===== src/logic/gpm_map.vh =====
// Purpose: Register offsets, field positions and reset values of the GPIO pad block.
// Assumes: Avalon-MM byte addressing, one register per 32-bit word.
// Notes: Offsets are byte addresses; bits above 7 read as zero, except FUNC bits 10:8.
`ifndef GPM_MAP_VH
`define GPM_MAP_VH

// ----------------------------------------------------------------------
// Register offsets
// ----------------------------------------------------------------------
`define GPM_ADDR_W 6
`define GPM_OFF_PA_DATA 6'h00
`define GPM_OFF_PB_DATA 6'h04
`define GPM_OFF_PA_DIR 6'h08
`define GPM_OFF_PB_DIR 6'h0c
`define GPM_OFF_PA_PH 6'h10
`define GPM_OFF_PL 6'h14
`define GPM_OFF_PB_PH 6'h18
`define GPM_OFF_PB_OD 6'h1c
`define GPM_OFF_PA_WAKE 6'h20
`define GPM_OFF_PB_WAKE 6'h24
`define GPM_OFF_PWR 6'h28
`define GPM_OFF_IFLAG 6'h2c
`define GPM_OFF_IEN 6'h30
`define GPM_OFF_CORE 6'h34
`define GPM_OFF_EDGE 6'h38
`define GPM_OFF_FUNC 6'h3c

// ----------------------------------------------------------------------
// Field positions
// ----------------------------------------------------------------------
`define GPM_PWR_PA5_PH 4
`define GPM_IFLAG_LC 1
`define GPM_IEN_LC 1
`define GPM_CORE_GIE 7
`define GPM_EDGE_EI0 4
`define GPM_EDGE_EI1 5
`define GPM_FN_IR 0
`define GPM_FN_TIMER0_SOURCE_SELECT 1
`define GPM_FN_T0LCK 2
`define GPM_FN_TIMER1_SOURCE_SELECT 3
`define GPM_FN_TIMER2_SOURCE_SELECT 4
`define GPM_FN_TIMER3_SOURCE_SELECT 5
`define GPM_FN_COMPARATOR_PAD_ENABLE 6
`define GPM_FN_PWM1 7
`define GPM_FN_BZ1 8
`define GPM_FN_PWM2 9
`define GPM_FN_BZ2 10

// ----------------------------------------------------------------------
// Reset values
// ----------------------------------------------------------------------
`define GPM_RST_DIR 8'hff
`define GPM_RST_ZERO 8'h00
`define GPM_RST_FUNC 11'h000

`endif


===== src/logic/gpm_pad_mux.v =====
// Purpose: GPIO unit for an 8-bit port A and 6-bit port B with pad function mux.
// Assumes: Pad inputs are synchronous to i_clk; Avalon-MM slave with waitrequest.
// Notes: Pulls and drives are reported as enables; the pad cell resolves the wire.
// Contract
// Fourteen pins, eight on A, six on B, each port with data register.
// Per-pin direction bits: A in bits 7:0, B in bits 5:0.
// Pull resistors apply only to input pins with enable bit set; A5 configured as reset input gets pull-high without one.
// Port A pull-high bits 7,6,4:0 enable pull-high on same pins.
// A pull-high bit 5 and pull-low bits 3:0 enable A pull-lows.
// Port B pull-high bits 5:0 enable pull-high on B pins.
// Shared pull-low bits 7:4 enable pull-low on B pins 3:0.
// Power control bit 4 enables pull-high on A pin 5.
// Port B open-drain bits select open-drain drive on outputs.
// Level-change flag sets on change at any wake-masked pin.
// Level-change interrupt needs its enable and global enable.
// Edge-control bits 4 and 5 make B0, B1 external interrupt inputs.
// External interrupt disables level-change on B0 or B1 only.
// IR carrier enable drives carrier on B1; otherwise no carrier.
// Configured A5 acts as active-low external reset input.
// Crystal mode turns A6 into crystal input, A7 output.
// Internal oscillator with option drives instruction clock on A7.
// A4 feeds timer0 (external, no low clock) and timer1 external clocks.
// A1 feeds timers 2 and 3 when either picks external source.
// B3 carries comparator, then PWM1, then buzzer1 output.
// B2 carries PWM2 before buzzer2 output.
// Level-change flag stays until software writes zero; sample compare.
// Owning alternate function output replaces port data latch on pad.
//
// Register access over Avalon-MM and the register addresses were decided locally.
`timescale 1ns/1ns
`include "gpm_map.vh"

module gpm_pad_mux #(
    parameter PA_W = 8,
    parameter PB_W = 6
) (
    input wire i_clk, // System clock.
    input wire i_sys_rst, // Synchronous reset, high.
    input wire [`GPM_ADDR_W-1:0] i_avs_address, // Byte address.
    input wire i_avs_read, // Read request.
    input wire i_avs_write, // Write request.
    input wire [31:0] i_avs_writedata, // Write data.
    input wire [3:0] i_avs_byteenable, // Byte enables.
    output reg [31:0] o_avs_readdata, // Read data.
    output wire o_avs_waitrequest, // Stall request.
    input wire [PA_W-1:0] i_pa_pad, // Port A pad level.
    input wire [PB_W-1:0] i_pb_pad, // Port B pad level.
    output reg [PA_W-1:0] o_pa_out, // Port A drive value.
    output reg [PA_W-1:0] o_pa_oe, // Port A drive enable.
    output reg [PA_W-1:0] o_pa_pull_high, // Port A pull-high enable.
    output reg [PA_W-1:0] o_pa_pull_low, // Port A pull-low enable.
    output reg [PB_W-1:0] o_pb_out, // Port B drive value.
    output reg [PB_W-1:0] o_pb_oe, // Port B drive enable.
    output reg [PB_W-1:0] o_pb_pull_high, // Port B pull-high enable.
    output reg [PB_W-1:0] o_pb_pull_low, // Port B pull-low enable.
    input wire i_cfg_ext_reset, // Config: A5 is reset input.
    input wire i_cfg_crystal, // Config: external crystal used.
    input wire i_cfg_clk_out, // Config: instruction clock on A7.
    input wire i_inst_clk, // Instruction clock level.
    input wire i_xtal_out, // Crystal amplifier output.
    input wire i_ir_carrier, // IR carrier waveform.
    input wire i_cmp_out, // Comparator output.
    input wire i_pwm1, // PWM1 waveform.
    input wire i_bz1, // Buzzer1 waveform.
    input wire i_pwm2, // PWM2 waveform.
    input wire i_bz2, // Buzzer2 waveform.
    output wire o_ext_reset_n, // External reset, low active.
    output wire o_xtal_in, // Crystal input from A6.
    output wire o_tmr0_ext_clk, // Timer0 external clock.
    output wire o_tmr1_ext_clk, // Timer1 external clock.
    output wire o_tmr23_ext_clk, // Timer2/3 external clock.
    output wire o_ext_irq0, // External interrupt 0 level.
    output wire o_ext_irq1, // External interrupt 1 level.
    output wire o_lc_irq // Level-change interrupt request.
);

    // ------------------------------------------------------------------
    // Registers
    // ------------------------------------------------------------------
    reg [PA_W-1:0] pa_data_q;
    reg [PB_W-1:0] pb_data_q;
    reg [PA_W-1:0] pa_dir_q;
    reg [PB_W-1:0] pb_dir_q;
    reg [7:0] pa_ph_q;
    reg [7:0] pl_q;
    reg [PB_W-1:0] pb_ph_q;
    reg [PB_W-1:0] pb_od_q;
    reg [PA_W-1:0] pa_wake_q;
    reg [PB_W-1:0] pb_wake_q;
    reg [7:0] pwr_q;
    reg lc_flag_q;
    reg lc_ien_q;
    reg gie_q;
    reg [7:0] edge_q;
    reg [10:0] func_q;
    reg [PA_W-1:0] pa_prev_q;
    reg [PB_W-1:0] pb_prev_q;
    reg rd_done_q;

    wire wr_lo = i_avs_write & i_avs_byteenable[0];
    wire wr_b1 = i_avs_write & i_avs_byteenable[1];
    wire ei0 = edge_q[`GPM_EDGE_EI0];
    wire ei1 = edge_q[`GPM_EDGE_EI1];

    // ------------------------------------------------------------------
    // Bus handshake
    // ------------------------------------------------------------------
    // Writes finish at once; reads take one wait cycle to register data.
    assign o_avs_waitrequest = i_avs_read & ~rd_done_q;

    always @(posedge i_clk) begin
        if (i_sys_rst) begin
            rd_done_q <= 1'b0;
        end else begin
            rd_done_q <= i_avs_read & ~rd_done_q;
        end
    end

    // ------------------------------------------------------------------
    // Level-change detection
    // ------------------------------------------------------------------
    reg [PB_W-1:0] pb_wake_eff;
    reg lc_hit;
    always @* begin
        pb_wake_eff = pb_wake_q;
        pb_wake_eff[0] = pb_wake_q[0] & ~ei0;
        pb_wake_eff[1] = pb_wake_q[1] & ~ei1;
        lc_hit = |((i_pa_pad ^ pa_prev_q) & pa_wake_q)
            | |((i_pb_pad ^ pb_prev_q) & pb_wake_eff); // see R10
    end

    assign o_lc_irq = lc_flag_q & lc_ien_q & gie_q;

    // ------------------------------------------------------------------
    // Register writes
    // ------------------------------------------------------------------
    always @(posedge i_clk) begin
        if (i_sys_rst) begin
            pa_data_q <= {PA_W{1'b0}};
            pb_data_q <= {PB_W{1'b0}};
            pa_dir_q <= {PA_W{1'b1}};
            pb_dir_q <= {PB_W{1'b1}};
            pa_ph_q <= `GPM_RST_ZERO;
            pl_q <= `GPM_RST_ZERO;
            pb_ph_q <= {PB_W{1'b0}};
            pb_od_q <= {PB_W{1'b0}};
            pa_wake_q <= {PA_W{1'b0}};
            pb_wake_q <= {PB_W{1'b0}};
            pwr_q <= `GPM_RST_ZERO;
            lc_flag_q <= 1'b0;
            lc_ien_q <= 1'b0;
            gie_q <= 1'b0;
            edge_q <= `GPM_RST_ZERO;
            func_q <= `GPM_RST_FUNC;
            pa_prev_q <= {PA_W{1'b0}};
            pb_prev_q <= {PB_W{1'b0}};
        end else begin
            pa_prev_q <= i_pa_pad;
            pb_prev_q <= i_pb_pad;
            if (wr_lo) begin
                case (i_avs_address)
                    `GPM_OFF_PA_DATA: pa_data_q <= i_avs_writedata[PA_W-1:0];
                    `GPM_OFF_PB_DATA: pb_data_q <= i_avs_writedata[PB_W-1:0];
                    `GPM_OFF_PA_DIR: pa_dir_q <= i_avs_writedata[PA_W-1:0];
                    `GPM_OFF_PB_DIR: pb_dir_q <= i_avs_writedata[PB_W-1:0];
                    `GPM_OFF_PA_PH: pa_ph_q <= i_avs_writedata[7:0];
                    `GPM_OFF_PL: pl_q <= i_avs_writedata[7:0];
                    `GPM_OFF_PB_PH: pb_ph_q <= i_avs_writedata[PB_W-1:0];
                    `GPM_OFF_PB_OD: pb_od_q <= i_avs_writedata[PB_W-1:0];
                    `GPM_OFF_PA_WAKE: pa_wake_q <= i_avs_writedata[PA_W-1:0];
                    `GPM_OFF_PB_WAKE: pb_wake_q <= i_avs_writedata[PB_W-1:0];
                    `GPM_OFF_PWR: pwr_q <= i_avs_writedata[7:0];
                    `GPM_OFF_IEN: lc_ien_q <= i_avs_writedata[`GPM_IEN_LC];
                    `GPM_OFF_CORE: gie_q <= i_avs_writedata[`GPM_CORE_GIE];
                    `GPM_OFF_EDGE: edge_q <= i_avs_writedata[7:0];
                    `GPM_OFF_FUNC: func_q[7:0] <= i_avs_writedata[7:0];
                    default: ;
                endcase
            end
            if (wr_b1 && i_avs_address == `GPM_OFF_FUNC) begin
                func_q[10:8] <= i_avs_writedata[10:8];
            end
            // A new change wins over a software clear in the same cycle.
            if (lc_hit) begin
                lc_flag_q <= 1'b1;
            end else if (wr_lo && i_avs_address == `GPM_OFF_IFLAG
                    && !i_avs_writedata[`GPM_IFLAG_LC]) begin
                lc_flag_q <= 1'b0;
            end
        end
    end

    // ------------------------------------------------------------------
    // Register reads
    // ------------------------------------------------------------------
    reg [31:0] rd_mux;
    always @* begin
        rd_mux = 32'h0000_0000;
        case (i_avs_address)
            `GPM_OFF_PA_DATA: rd_mux[PA_W-1:0] = (pa_dir_q & i_pa_pad) | (~pa_dir_q & pa_data_q);
            `GPM_OFF_PB_DATA: rd_mux[PB_W-1:0] = (pb_dir_q & i_pb_pad) | (~pb_dir_q & pb_data_q);
            `GPM_OFF_PA_DIR: rd_mux[PA_W-1:0] = pa_dir_q;
            `GPM_OFF_PB_DIR: rd_mux[PB_W-1:0] = pb_dir_q;
            `GPM_OFF_PA_PH: rd_mux[7:0] = pa_ph_q;
            `GPM_OFF_PL: rd_mux[7:0] = pl_q;
            `GPM_OFF_PB_PH: rd_mux[PB_W-1:0] = pb_ph_q;
            `GPM_OFF_PB_OD: rd_mux[PB_W-1:0] = pb_od_q;
            `GPM_OFF_PA_WAKE: rd_mux[PA_W-1:0] = pa_wake_q;
            `GPM_OFF_PB_WAKE: rd_mux[PB_W-1:0] = pb_wake_q;
            `GPM_OFF_PWR: rd_mux[7:0] = pwr_q;
            `GPM_OFF_IFLAG: rd_mux[`GPM_IFLAG_LC] = lc_flag_q;
            `GPM_OFF_IEN: rd_mux[`GPM_IEN_LC] = lc_ien_q;
            `GPM_OFF_CORE: rd_mux[`GPM_CORE_GIE] = gie_q;
            `GPM_OFF_EDGE: rd_mux[7:0] = edge_q;
            `GPM_OFF_FUNC: rd_mux[10:0] = func_q;
            default: rd_mux = 32'h0000_0000;
        endcase
    end

    always @(posedge i_clk) begin
        if (i_sys_rst) begin
            o_avs_readdata <= 32'h0000_0000;
        end else if (i_avs_read && !rd_done_q) begin
            o_avs_readdata <= rd_mux;
        end
    end

    // ------------------------------------------------------------------
    // Pad drive and pulls
    // ------------------------------------------------------------------
    wire a5_reset = i_cfg_ext_reset;
    wire a7_clk = ~i_cfg_crystal & i_cfg_clk_out;
    wire b3_cmp = func_q[`GPM_FN_COMPARATOR_PAD_ENABLE];
    wire b3_pwm = func_q[`GPM_FN_PWM1];
    wire b3_bz = func_q[`GPM_FN_BZ1];
    wire b2_pwm = func_q[`GPM_FN_PWM2];
    wire b2_bz = func_q[`GPM_FN_BZ2];
    wire b1_ir = func_q[`GPM_FN_IR];

    reg [PA_W-1:0] pa_out_d;
    reg [PA_W-1:0] pa_oe_d;
    reg [PA_W-1:0] pa_ph_d;
    reg [PA_W-1:0] pa_pl_d;
    reg [PB_W-1:0] pb_out_d;
    reg [PB_W-1:0] pb_oe_d;
    reg [PB_W-1:0] pb_drv;
    always @* begin
        pa_out_d = pa_data_q;
        pa_oe_d = ~pa_dir_q;
        // Pulls only on pins set as inputs.
        pa_ph_d = pa_dir_q & {pa_ph_q[7:6], pwr_q[`GPM_PWR_PA5_PH], pa_ph_q[4:0]};
        pa_pl_d = pa_dir_q & {2'b00, pa_ph_q[5], 1'b0, pl_q[3:0]};
        if (a5_reset) begin
            pa_oe_d[5] = 1'b0;
            pa_ph_d[5] = 1'b1;
            pa_pl_d[5] = 1'b0;
        end
        if (i_cfg_crystal) begin
            pa_oe_d[6] = 1'b0;
            pa_out_d[7] = i_xtal_out;
            pa_oe_d[7] = 1'b1;
            pa_ph_d[7:6] = 2'b00;
            pa_pl_d[7:6] = 2'b00;
        end else if (a7_clk) begin
            pa_out_d[7] = i_inst_clk;
            pa_oe_d[7] = 1'b1;
            pa_ph_d[7] = 1'b0;
        end
        pb_out_d = pb_data_q;
        pb_drv = ~pb_dir_q;
        if (b1_ir) begin
            pb_out_d[1] = i_ir_carrier;
            pb_drv[1] = 1'b1;
        end
        if (b2_pwm) begin
            pb_out_d[2] = i_pwm2;
            pb_drv[2] = 1'b1;
        end else if (b2_bz) begin
            pb_out_d[2] = i_bz2;
            pb_drv[2] = 1'b1;
        end
        if (b3_cmp) begin
            pb_out_d[3] = i_cmp_out;
            pb_drv[3] = 1'b1;
        end else if (b3_pwm) begin
            pb_out_d[3] = i_pwm1;
            pb_drv[3] = 1'b1;
        end else if (b3_bz) begin
            pb_out_d[3] = i_bz1;
            pb_drv[3] = 1'b1;
        end
        // Open-drain pins drive only the low level.
        pb_oe_d = pb_drv & ~(pb_od_q & pb_out_d);
    end

    always @(posedge i_clk) begin
        if (i_sys_rst) begin
            o_pa_out <= {PA_W{1'b0}};
            o_pa_oe <= {PA_W{1'b0}};
            o_pa_pull_high <= {PA_W{1'b0}};
            o_pa_pull_low <= {PA_W{1'b0}};
            o_pb_out <= {PB_W{1'b0}};
            o_pb_oe <= {PB_W{1'b0}};
            o_pb_pull_high <= {PB_W{1'b0}};
            o_pb_pull_low <= {PB_W{1'b0}};
        end else begin
            o_pa_out <= pa_out_d;
            o_pa_oe <= pa_oe_d;
            o_pa_pull_high <= pa_ph_d;
            o_pa_pull_low <= pa_pl_d;
            o_pb_out <= pb_out_d;
            o_pb_oe <= pb_oe_d;
            o_pb_pull_high <= pb_dir_q & ~pb_drv & pb_ph_q;
            o_pb_pull_low <= pb_dir_q & ~pb_drv & {2'b00, pl_q[7:4]};
        end
    end

    // ------------------------------------------------------------------
    // Alternate inputs
    // ------------------------------------------------------------------
    assign o_ext_reset_n = a5_reset ? i_pa_pad[5] : 1'b1;
    assign o_xtal_in = i_cfg_crystal & i_pa_pad[6];
    assign o_tmr0_ext_clk = func_q[`GPM_FN_TIMER0_SOURCE_SELECT] & ~func_q[`GPM_FN_T0LCK]
        & i_pa_pad[4];
    assign o_tmr1_ext_clk = func_q[`GPM_FN_TIMER1_SOURCE_SELECT] & i_pa_pad[4];
    assign o_tmr23_ext_clk = (func_q[`GPM_FN_TIMER2_SOURCE_SELECT] | func_q[`GPM_FN_TIMER3_SOURCE_SELECT])
        & i_pa_pad[1];
    assign o_ext_irq0 = ei0 & i_pb_pad[0];
    assign o_ext_irq1 = ei1 & i_pb_pad[1];

endmodule // gpm_pad_mux


===== config.mk =====
export PLATFORM = sky130hd
export DESIGN_NAME = gpm_pad_mux
export DESIGN_NICKNAME = d
export VERILOG_FILES = /design/src/logic/gpm_pad_mux.v
export VERILOG_INCLUDE_DIRS = /design/src /design/src/logic
export SDC_FILE = /design/constraint.sdc
export NUM_CORES = 1
export LEC_CHECK = 0
export BUFFER_PORTS_ARGS = -buffer_cell sky130_fd_sc_hd__buf_2
export CELL_PAD_IN_SITES_DETAIL_PLACEMENT = 1
export CELL_PAD_IN_SITES_GLOBAL_PLACEMENT = 1
export CORE_MARGIN = 3
export CORE_UTILIZATION = 44
export CTS_CLUSTER_DIAMETER = 40
export CTS_CLUSTER_SIZE = 28
export DETAILED_ROUTE_END_ITERATION = 7
export PLACE_DENSITY_LB_ADDON = 0.1
export SETUP_SLACK_MARGIN = 0.15
export SYNTH_ARGS = -nofsm -noshare
export SYNTH_HDL_FRONTEND = slang
export SYNTH_SLANG_ARGS = --single-unit

===== constraint.sdc =====
create_clock -name i_clk -period 4.67 [get_ports i_clk]
set_clock_uncertainty 0.15 [all_clocks]
set_input_delay 0.467 -clock i_clk [delete_from_list [all_inputs] [get_ports i_clk]]
set_output_delay 0.467 -clock i_clk [all_outputs]
set_load 0.01 [all_outputs]

# --- After elaboration in Yosys (flattened, before gate mapping) ---
# Cells that the tools add are included.
word_totals:
  register_bits: 182
  out_inout_bits: 97
  elab_cells: 147
classes:
  n_eq_ne: 15
  n_mux: 26
  n_bitwise: 43
  n_reduce_logical: 28
op_table:
  columns: ["cell", "n"]
  rows:
  - ["$pmux W4 S13", 1]
  - ["$eq A6 B6 Y1 const B", 8]
  - ["$and A6 B6 Y6", 7]
  - ["$and A8 B8 Y8", 4]
  - ["$reduce_and A2 Y1", 15]
  - ["$eq A6 B5 Y1 const B", 4]
  - ["$mux W1", 20]
  - ["$not A6 Y6", 3]
  - ["$and A1 B1 Y1", 15]
  - ["$pmux W1 S15", 1]
  - ["$pmux W1 S13", 1]
  - ["$eq A6 B4 Y1 const B", 2]
  - ["$pmux W1 S9", 1]
  - ["$and A8 B6 Y8", 1]
  - ["$not A8 Y8", 1]
  - ["$or A8 B8 Y8", 1]
  - ["$pmux W1 S8", 1]
  - ["$reduce_or A8 Y1", 1]
  - ["$xor A8 B8 Y8", 1]
  - ["$and A6 B4 Y6", 1]
  - ["$eq A6 B3 Y1 const B", 1]
  - ["$logic_not A6 Y1", 1]
  - ["$or A6 B6 Y6", 1]
  - ["$reduce_or A6 Y1", 1]
  - ["other kinds (9)", 19]

# --- Depth between registers and ports, before layout ---
# Gate-level depths: netlist of the first run.
depth:
  depth_word: 7
  mapped_depth: 8
  ltp_nobuf: 6

# --- Worst setup path after synthesis of the first run ---
# OpenSTA, ideal clock, no wires.
synth_timing:
  kind: "input-to-reg"
  start: "in i_avs_address[1]"
  end: "reg lc_flag_q"
  arrival_time_ns: 1.913
  setup_slack_ns: 2.474
  cell_stages: 6
  n_path_buf: 2
  cell_sequence: "buf_6 -> or4b_1 -> buf_4 -> or4_1 -> a21oi_1 -> a31oi_1"
synth_between:
  elab_chain_len: 4
synth_rtl:
  columns: ["element", "line", "source"]
  rows:
  - ["from (decl)", "gpm_pad_mux.v:39", "input wire [`GPM_ADDR_W-1:0] i_avs_address,"]
  - ["$eq A6 B6 Y1", null, null]
  - ["$logic_and A1 B1 Y1 (no source line)", null, null]
  - ["$logic_and A1 B1 Y1", "gpm_pad_mux.v:186", "end else if (wr_lo && i_avs_address == `GPM_OFF_IFLAG"]
  - ["$reduce_bool A2 Y1 (no source line)", null, null]
  - ["to (signal assigned)", "gpm_pad_mux.v:150", "lc_flag_q <= 1'b0;"]
  - ["to (signal assigned)", "gpm_pad_mux.v:185", "lc_flag_q <= 1'b1;"]
  - ["to (signal assigned)", "gpm_pad_mux.v:188", "lc_flag_q <= 1'b0;"]
  - ["to (decl)", "gpm_pad_mux.v:91", "reg lc_flag_q;"]
# Every way passes these cells.
# A chain may end at the register's enable or synchronous reset.

# --- Worst setup path in the final report of the first run ---
layout_timing:
  start: "in i_avs_address[5]"
  end: "reg pa_dir_q[3]"
layout_between:
  elab_chain_len: 2
layout_rtl:
  columns: ["element", "line", "source"]
  rows:
  - ["$eq A6 B4 Y1", "gpm_pad_mux.v:161", "case (i_avs_address)"]
  - ["$reduce_and A2 Y1 (no source line)", null, null]
  - ["to (signal assigned)", "gpm_pad_mux.v:141", "pa_dir_q <= {PA_W{1'b1}};"]
  - ["to (signal assigned)", "gpm_pad_mux.v:164", "`GPM_OFF_PA_DIR: pa_dir_q <= i_avs_writedata[PA_W-1:0];"]
  - ["to (decl)", "gpm_pad_mux.v:82", "reg [PA_W-1:0] pa_dir_q;"]
# Every way passes these cells.

==> flow_summary.yaml, run 1 <==
synthesis:
  synth_edf_count: 0
  synth-async-reset-ratio_pct: 0
  synth-seq-cells: 177
  netlist_area_sq_um: 7535
  yosysSeqAreaShare_pct: 47.03
  synth_cell_types: 62
  yosysWarningCount: 0
  avgSynthCellArea_sq_um: 9.824
  yosys_most_used_dff: "dfxtp_1"
  postSynthCellCount: 767
routing:
  first_iter_violations: 393
  routed-via-count: 6137
  route.detailed.drc: 0
  wl_per_cell_um: 23.58
  detail-route-antenna-nets: 0
  via_per_inst: 5.651
  dr.pass1.iters: 5
  drt-total-wl_mm: 25.60
outcome:
  status: "finished clean"
floorplan:
  coreArea_sq_um: 16700
  die_y_um: 136.9
  die_w_um: 136.9
  ios: 168
  num_rows: 47
  initial_core_util_pct: 45.12
  die_area_sq_um: 18730
placed_design:
  dp_slack_ns: 1.534
  gp_congestion: 0.9247
  hpwl_mm: 18.42
  port-buffer-count: 118
timing:
  max_slew_margin_pct: 27.24
  period_share_pct: 58.32
  fmax_mhz: 367.1
  worstMarginPinSlew_ns: 1.089
  hold_ws_ns: 0.07889
  finalSetupViolCount: 0
  hold_viol: 0
  slew_violations: 0
  setup_tns_ns: 0
  rsz0062_at_grt: "false"
  min_period_ns: 2.724
  setup_slack_ns: 1.946
final_layout:
  register_area_sq_um: 3543
  area_delta_synth_final_pct: 15.09
  multi_input_area_sq_um: 3620
  final_layout_size_suffix_gt1_share_pct: 20.32
  fin_nets: 925
  final_cell_mix: "dfxtp_1, nor2_1, buf_2"
  final_common_cell: "dfxtp_1"
  final.fill_count: 1922
  fin_util_pct: 51.93
  antenna_cells: 0
pwr:
  internal_power_mw: 2.382
  p_total_mw: 3.162
  ir_drop_v: 0.0002607
  p_leak_nw: 3.753
  p_clk_share_pct: 45.6
  swShare_pct: 24.66
  switchingPower_mw: 0.7798
  pwr-share-comb_pct: 6.0
  power.density_nw_per_um2: 364.6
  seq_power_share_pct: 48.3
clocking:
  clk_latency_ns: 0.43
  cts_htree_levels: 4
  cts_buffers: 17
  postCtsSetupRepairBufs: 0
  cts_sinks: 177
  ctsHoldBuffers: 0
  cts.clk_slew.worst_paths_ns: 0.07
  clock-root-buffer: "clkbuf_16"
  cts_resized: 0
  clockBufferDepth: 2
  cts_tree: "done"
setup_path:
  end_kind: "flop"
  slowest_stage: "or4_1"
  cp.arrival_ns: 2.89
  crit_type: "primary input to flop"
  crit_required_ns: 4.84
  cp_max_fo: 16
  cp.buffers_inverters: 1
  critPathTopFamily: "simple AND/OR/NAND/NOR gates"
  slowest_delay_ns: 0.90
  worstSetupStartpointType: "primary input"
  path_cells: "buf_2 -> or4_1 -> nor3_4 -> nor2b_1 -> a211o_1"
global_routing:
  grt_antenna_before_repair: 0
  grt_pass1_vias: 6050
  grtUsageTotal_pct: 27.31
  grt_pass1_wl_mm: 37.67
  grt-ovfl-total: 0
  grt_max_degree: 61
job:
  drv_cap: 0
worst_hold_path:
  hp-class: "primary input to flop"
==> Yosys cell counts (4+ instances only) <==
cell type    n  area share [%]
a2111oi_0    7            0.81
nand3b_1     6            0.60
nand2_1     17            0.85
a21oi_1     13            0.86
a211oi_1     6            0.60
and3_1      11            0.91
buf_1        7            0.35
xor2_1      14             1.6
and3b_1     11             1.3
a22oi_1     11             1.1
nand2b_1     4            0.33
nor3_4       8             1.7
and2_1       9            0.75
buf_4       28             2.8
nand3_1     12            0.80
a31oi_1      6            0.50
nor2b_1     43             3.6
a221oi_1     7            0.81
inv_1        7            0.35
a22o_1       5            0.58
a211o_1     14             1.6
nand4_1      4            0.33
o21ai_0      7            0.46
or3b_2       4            0.46
o22ai_1      5            0.42
clkbuf_1    28             1.4
nor3_1      14            0.93
buf_2       12            0.80
nor2_1     120             6.0
dfxtp_1    177              47
mux2i_1    100              13
==> path summary, 6_finish.rpt <==
path                     startpoint                end  slack [ns]  cells after the start
setup / recovery   i_avs_address[5]        pa_dir_q[3]        1.95                      5
hold / removal      i_cfg_ext_reset         o_pa_oe[5]        0.08                      2
setup reg to reg          rd_done_q  o_avs_readdata[0]        2.48                      5
hold reg to reg   o_avs_readdata[6]  o_avs_readdata[6]        0.30                      2
==> layer usage <==
layer	track usage (%)	routed length, um	vias up
li1	-	-	2809
met1	35.38	10970	3054
met2	45.43	12410	238
met3	5.956	1650	36
met4	8.869	567	0
met5	0	0	-
==> power groups by stage <==
stage	Clock, mW	Sequential, mW	Combinational (mW)
finish	1.44	1.53	0.191
CTS	1.47	1.53	0.188
global route	1.53	1.53	0.205
floorplan	0	1.56	0.128
detailed placement	0	1.56	0.187
global placement	0	1.56	0.185
==> final cells by class <==
type	instances	area share [%]
multi-input combinational	529	41.74
tap	220	3.174
sequential	177	40.86
timing repair buffer	121	7.099
clock buffer	18	5.064
inverter	8	0.3463
clock inverter	13	1.717
==> flip-flops by register name, summed over array words and instances (netlist names), 8 cells and up <==
register and count:
edge_q 8, func_q 11, o_avs_readdata 11, o_pa_oe 8, o_pa_out 8, o_pa_pull_high 8, pa_data_q 8, pa_dir_q 8
pa_ph_q 8, pa_prev_q 8, pa_wake_q 8, pl_q 8, pwr_q 8
==> through the flow <==
stage,area [sq um],cells
after CTS,8672,1086
after floorplan,7629,792
after detailed placement,8084,1055
final,8672,1086
after global placement,8084,1055
after global routing,8672,1086
==> cells by family after synthesis <==
kind of cell	share of synthesized area, %
buffers and inverters	6.177
muxes	13.73
xor gates and xnor gates	1.744
other	0.04977
and+or+nand+nor	21.64
DFF	47.03
AOI/OAI and AO/OA	9.632
Power figures use the tool's default switching activity.
==> run 2, diff against run 1 <==
CORE_UTILIZATION = 41   (was 44)
clock period = 2.76 ns   (was 4.67 ns; I/O delays follow)
==> flow_summary.yaml, run 2 (synthesized netlist as in run 1, its figures left out) <==
outcome:
  status: "finished clean"
timing:
  min_period_ns: 2.190
  setup_slack_ns: 0.5701
  period_share_pct: 79.34
  rsz0062_at_grt: "false"
  hold_ws_ns: 0.01022
  fmax_mhz: 456.6
  finalSetupViolCount: 0
  hold_viol: 0
  setup_tns_ns: 0
  worstMarginPinSlew_ns: 0.6527
  max_slew_margin_pct: 56.40
  slew_violations: 0
floorplan:
  coreArea_sq_um: 17660
  num_rows: 48
  initial_core_util_pct: 42.67
  die_y_um: 141.6
  ios: 168
  die_w_um: 141.6
  die_area_sq_um: 20040
final_layout:
  final.fill_count: 2022
  fin_util_pct: 51.12
  final_common_cell: "dfxtp_1"
  register_area_sq_um: 3543
  final_layout_size_suffix_gt1_share_pct: 22.36
  multi_input_area_sq_um: 3620
  area_delta_synth_final_pct: 19.79
  biggestRegsByFlops: "func_q: 11 flops, o_avs_readdata: 11 flops"
  antenna_cells: 0
  fin_nets: 966
  final_cell_mix: "dfxtp_1, nor2_1, buf_2"
pwr:
  swShare_pct: 25.38
  power.density_nw_per_um2: 584.1
  switchingPower_mw: 1.338
  ir_drop_v: 0.0004089
  internal_power_mw: 3.934
  p_total_mw: 5.273
  p_leak_nw: 3.943
  pwr-share-comb_pct: 6.8
  p_clk_share_pct: 44.1
  seq_power_share_pct: 49.0
placed_design:
  dp_slack_ns: 0.2853
  gp_congestion: 0.9243
  port-buffer-count: 118
  hpwl_mm: 19.56
setup_path:
  crit_required_ns: 2.33
  cp.buffers_inverters: 2
  end_kind: "primary output"
  path_cells: "nand2b_1 -> clkinv_1 -> buf_2"
  crit_type: "flop to primary output"
  cp_max_fo: 9
  worstSetupStartpointType: "flop"
  cp.arrival_ns: 1.76
  critPathTopFamily: "buffers and inverters"
  slowest_stage: "clkinv_1"
  slowest_delay_ns: 0.45
routing:
  drt-total-wl_mm: 26.42
  routed-via-count: 6372
  route.detailed.drc: 0
  detail-route-antenna-nets: 0
  wl_per_cell_um: 23.32
  dr.pass1.iters: 8
  via_per_inst: 5.624
  first_iter_violations: 454
job:
  drv_cap: 0
clocking:
  cts_htree_levels: 4
  cts_tree: "done"
  clockBufferDepth: 2
  clk_latency_ns: 0.43
  cts.clk_slew.worst_paths_ns: 0.07
  clock-root-buffer: "clkbuf_16"
  cts_buffers: 17
  cts_sinks: 177
global_routing:
  grt_pass1_wl_mm: 39.67
  grt-ovfl-total: 0
  grt_pass1_vias: 6573
  grtUsageTotal_pct: 26.32
  grt_antenna_before_repair: 0
  grt_max_degree: 51
worst_hold_path:
  hp-class: "primary input to flop"
==> run 2: cell types whose count changed in the layout (fill, tap and decap cells not counted), moves of 2 or more <==
cell           delta
dlygate4sd3_1    +14
bufinv_16         -2
buf_4            +25
clkbuf_8          +2
buf_12            +2
==> run 2: path summary, 6_finish.rpt <==
check                                 from           endpoint  slack, ns  depth (start not counted)
worst max-delay path             rd_done_q  o_avs_waitrequest       0.57                          3
worst min-delay path             i_cmp_out         o_pb_oe[3]       0.01                          4
worst max register to register   rd_done_q  o_avs_readdata[0]       0.67                          5
worst min register to register  pa_ph_q[4]  o_pa_pull_high[4]       0.31                          2
==> run 2: repair_timing <==
item / 4_1_cts / 5_1_grt
gates resized for setup: 0 / 0
hold buffers: 13 / 1
buffers inserted: 0 / 0
hold endpoints to repair: 16 / 1
==> run 2: area by class of cell <==
type | instances | share of cell area [%]
tap | 225 | 3.119
sequential | 177 | 39.26
clock buffer | 21 | 5.212
multi-input combinational | 529 | 40.10
timing repair buffer | 162 | 10.90
inverter | 8 | 0.3327
clock inverter | 11 | 1.081
==> run 2: metrics by stage <==
stage / std cells / area, sq um
detailed placement: 1087 / 8318
finish: 1133 / 9026
CTS: 1132 / 9016
global placement: 1087 / 8318
floorplan: 792 / 7629
global route: 1133 / 9026
==> run 2: power groups by stage <==
stage	Sequential, mW	Clock (mW)	Combinational [mW]
floorplan	2.64	0	0.216
global route	2.59	2.50	0.385
detailed placement	2.64	0	0.338
global placement	2.64	0	0.333
finish	2.59	2.33	0.361
CTS	2.59	2.36	0.354
==> run 2: layer usage <==
layer	global-route usage [%]	share of wire, %	up-vias
li1	-	-	2921
met1	35.41	45	3193
met2	43.43	47	221
met3	4.584	5.5	37
met4	7.828	2.5	0
met5	0	0	-
==> run 2: worst reg2reg max path: cells and delay by family (launching register included) <==
kind            cells  cell delay (ns)
buf+inv             1             0.46
flops               1             0.30
compound gates      2             0.31
simple gates        2             0.80
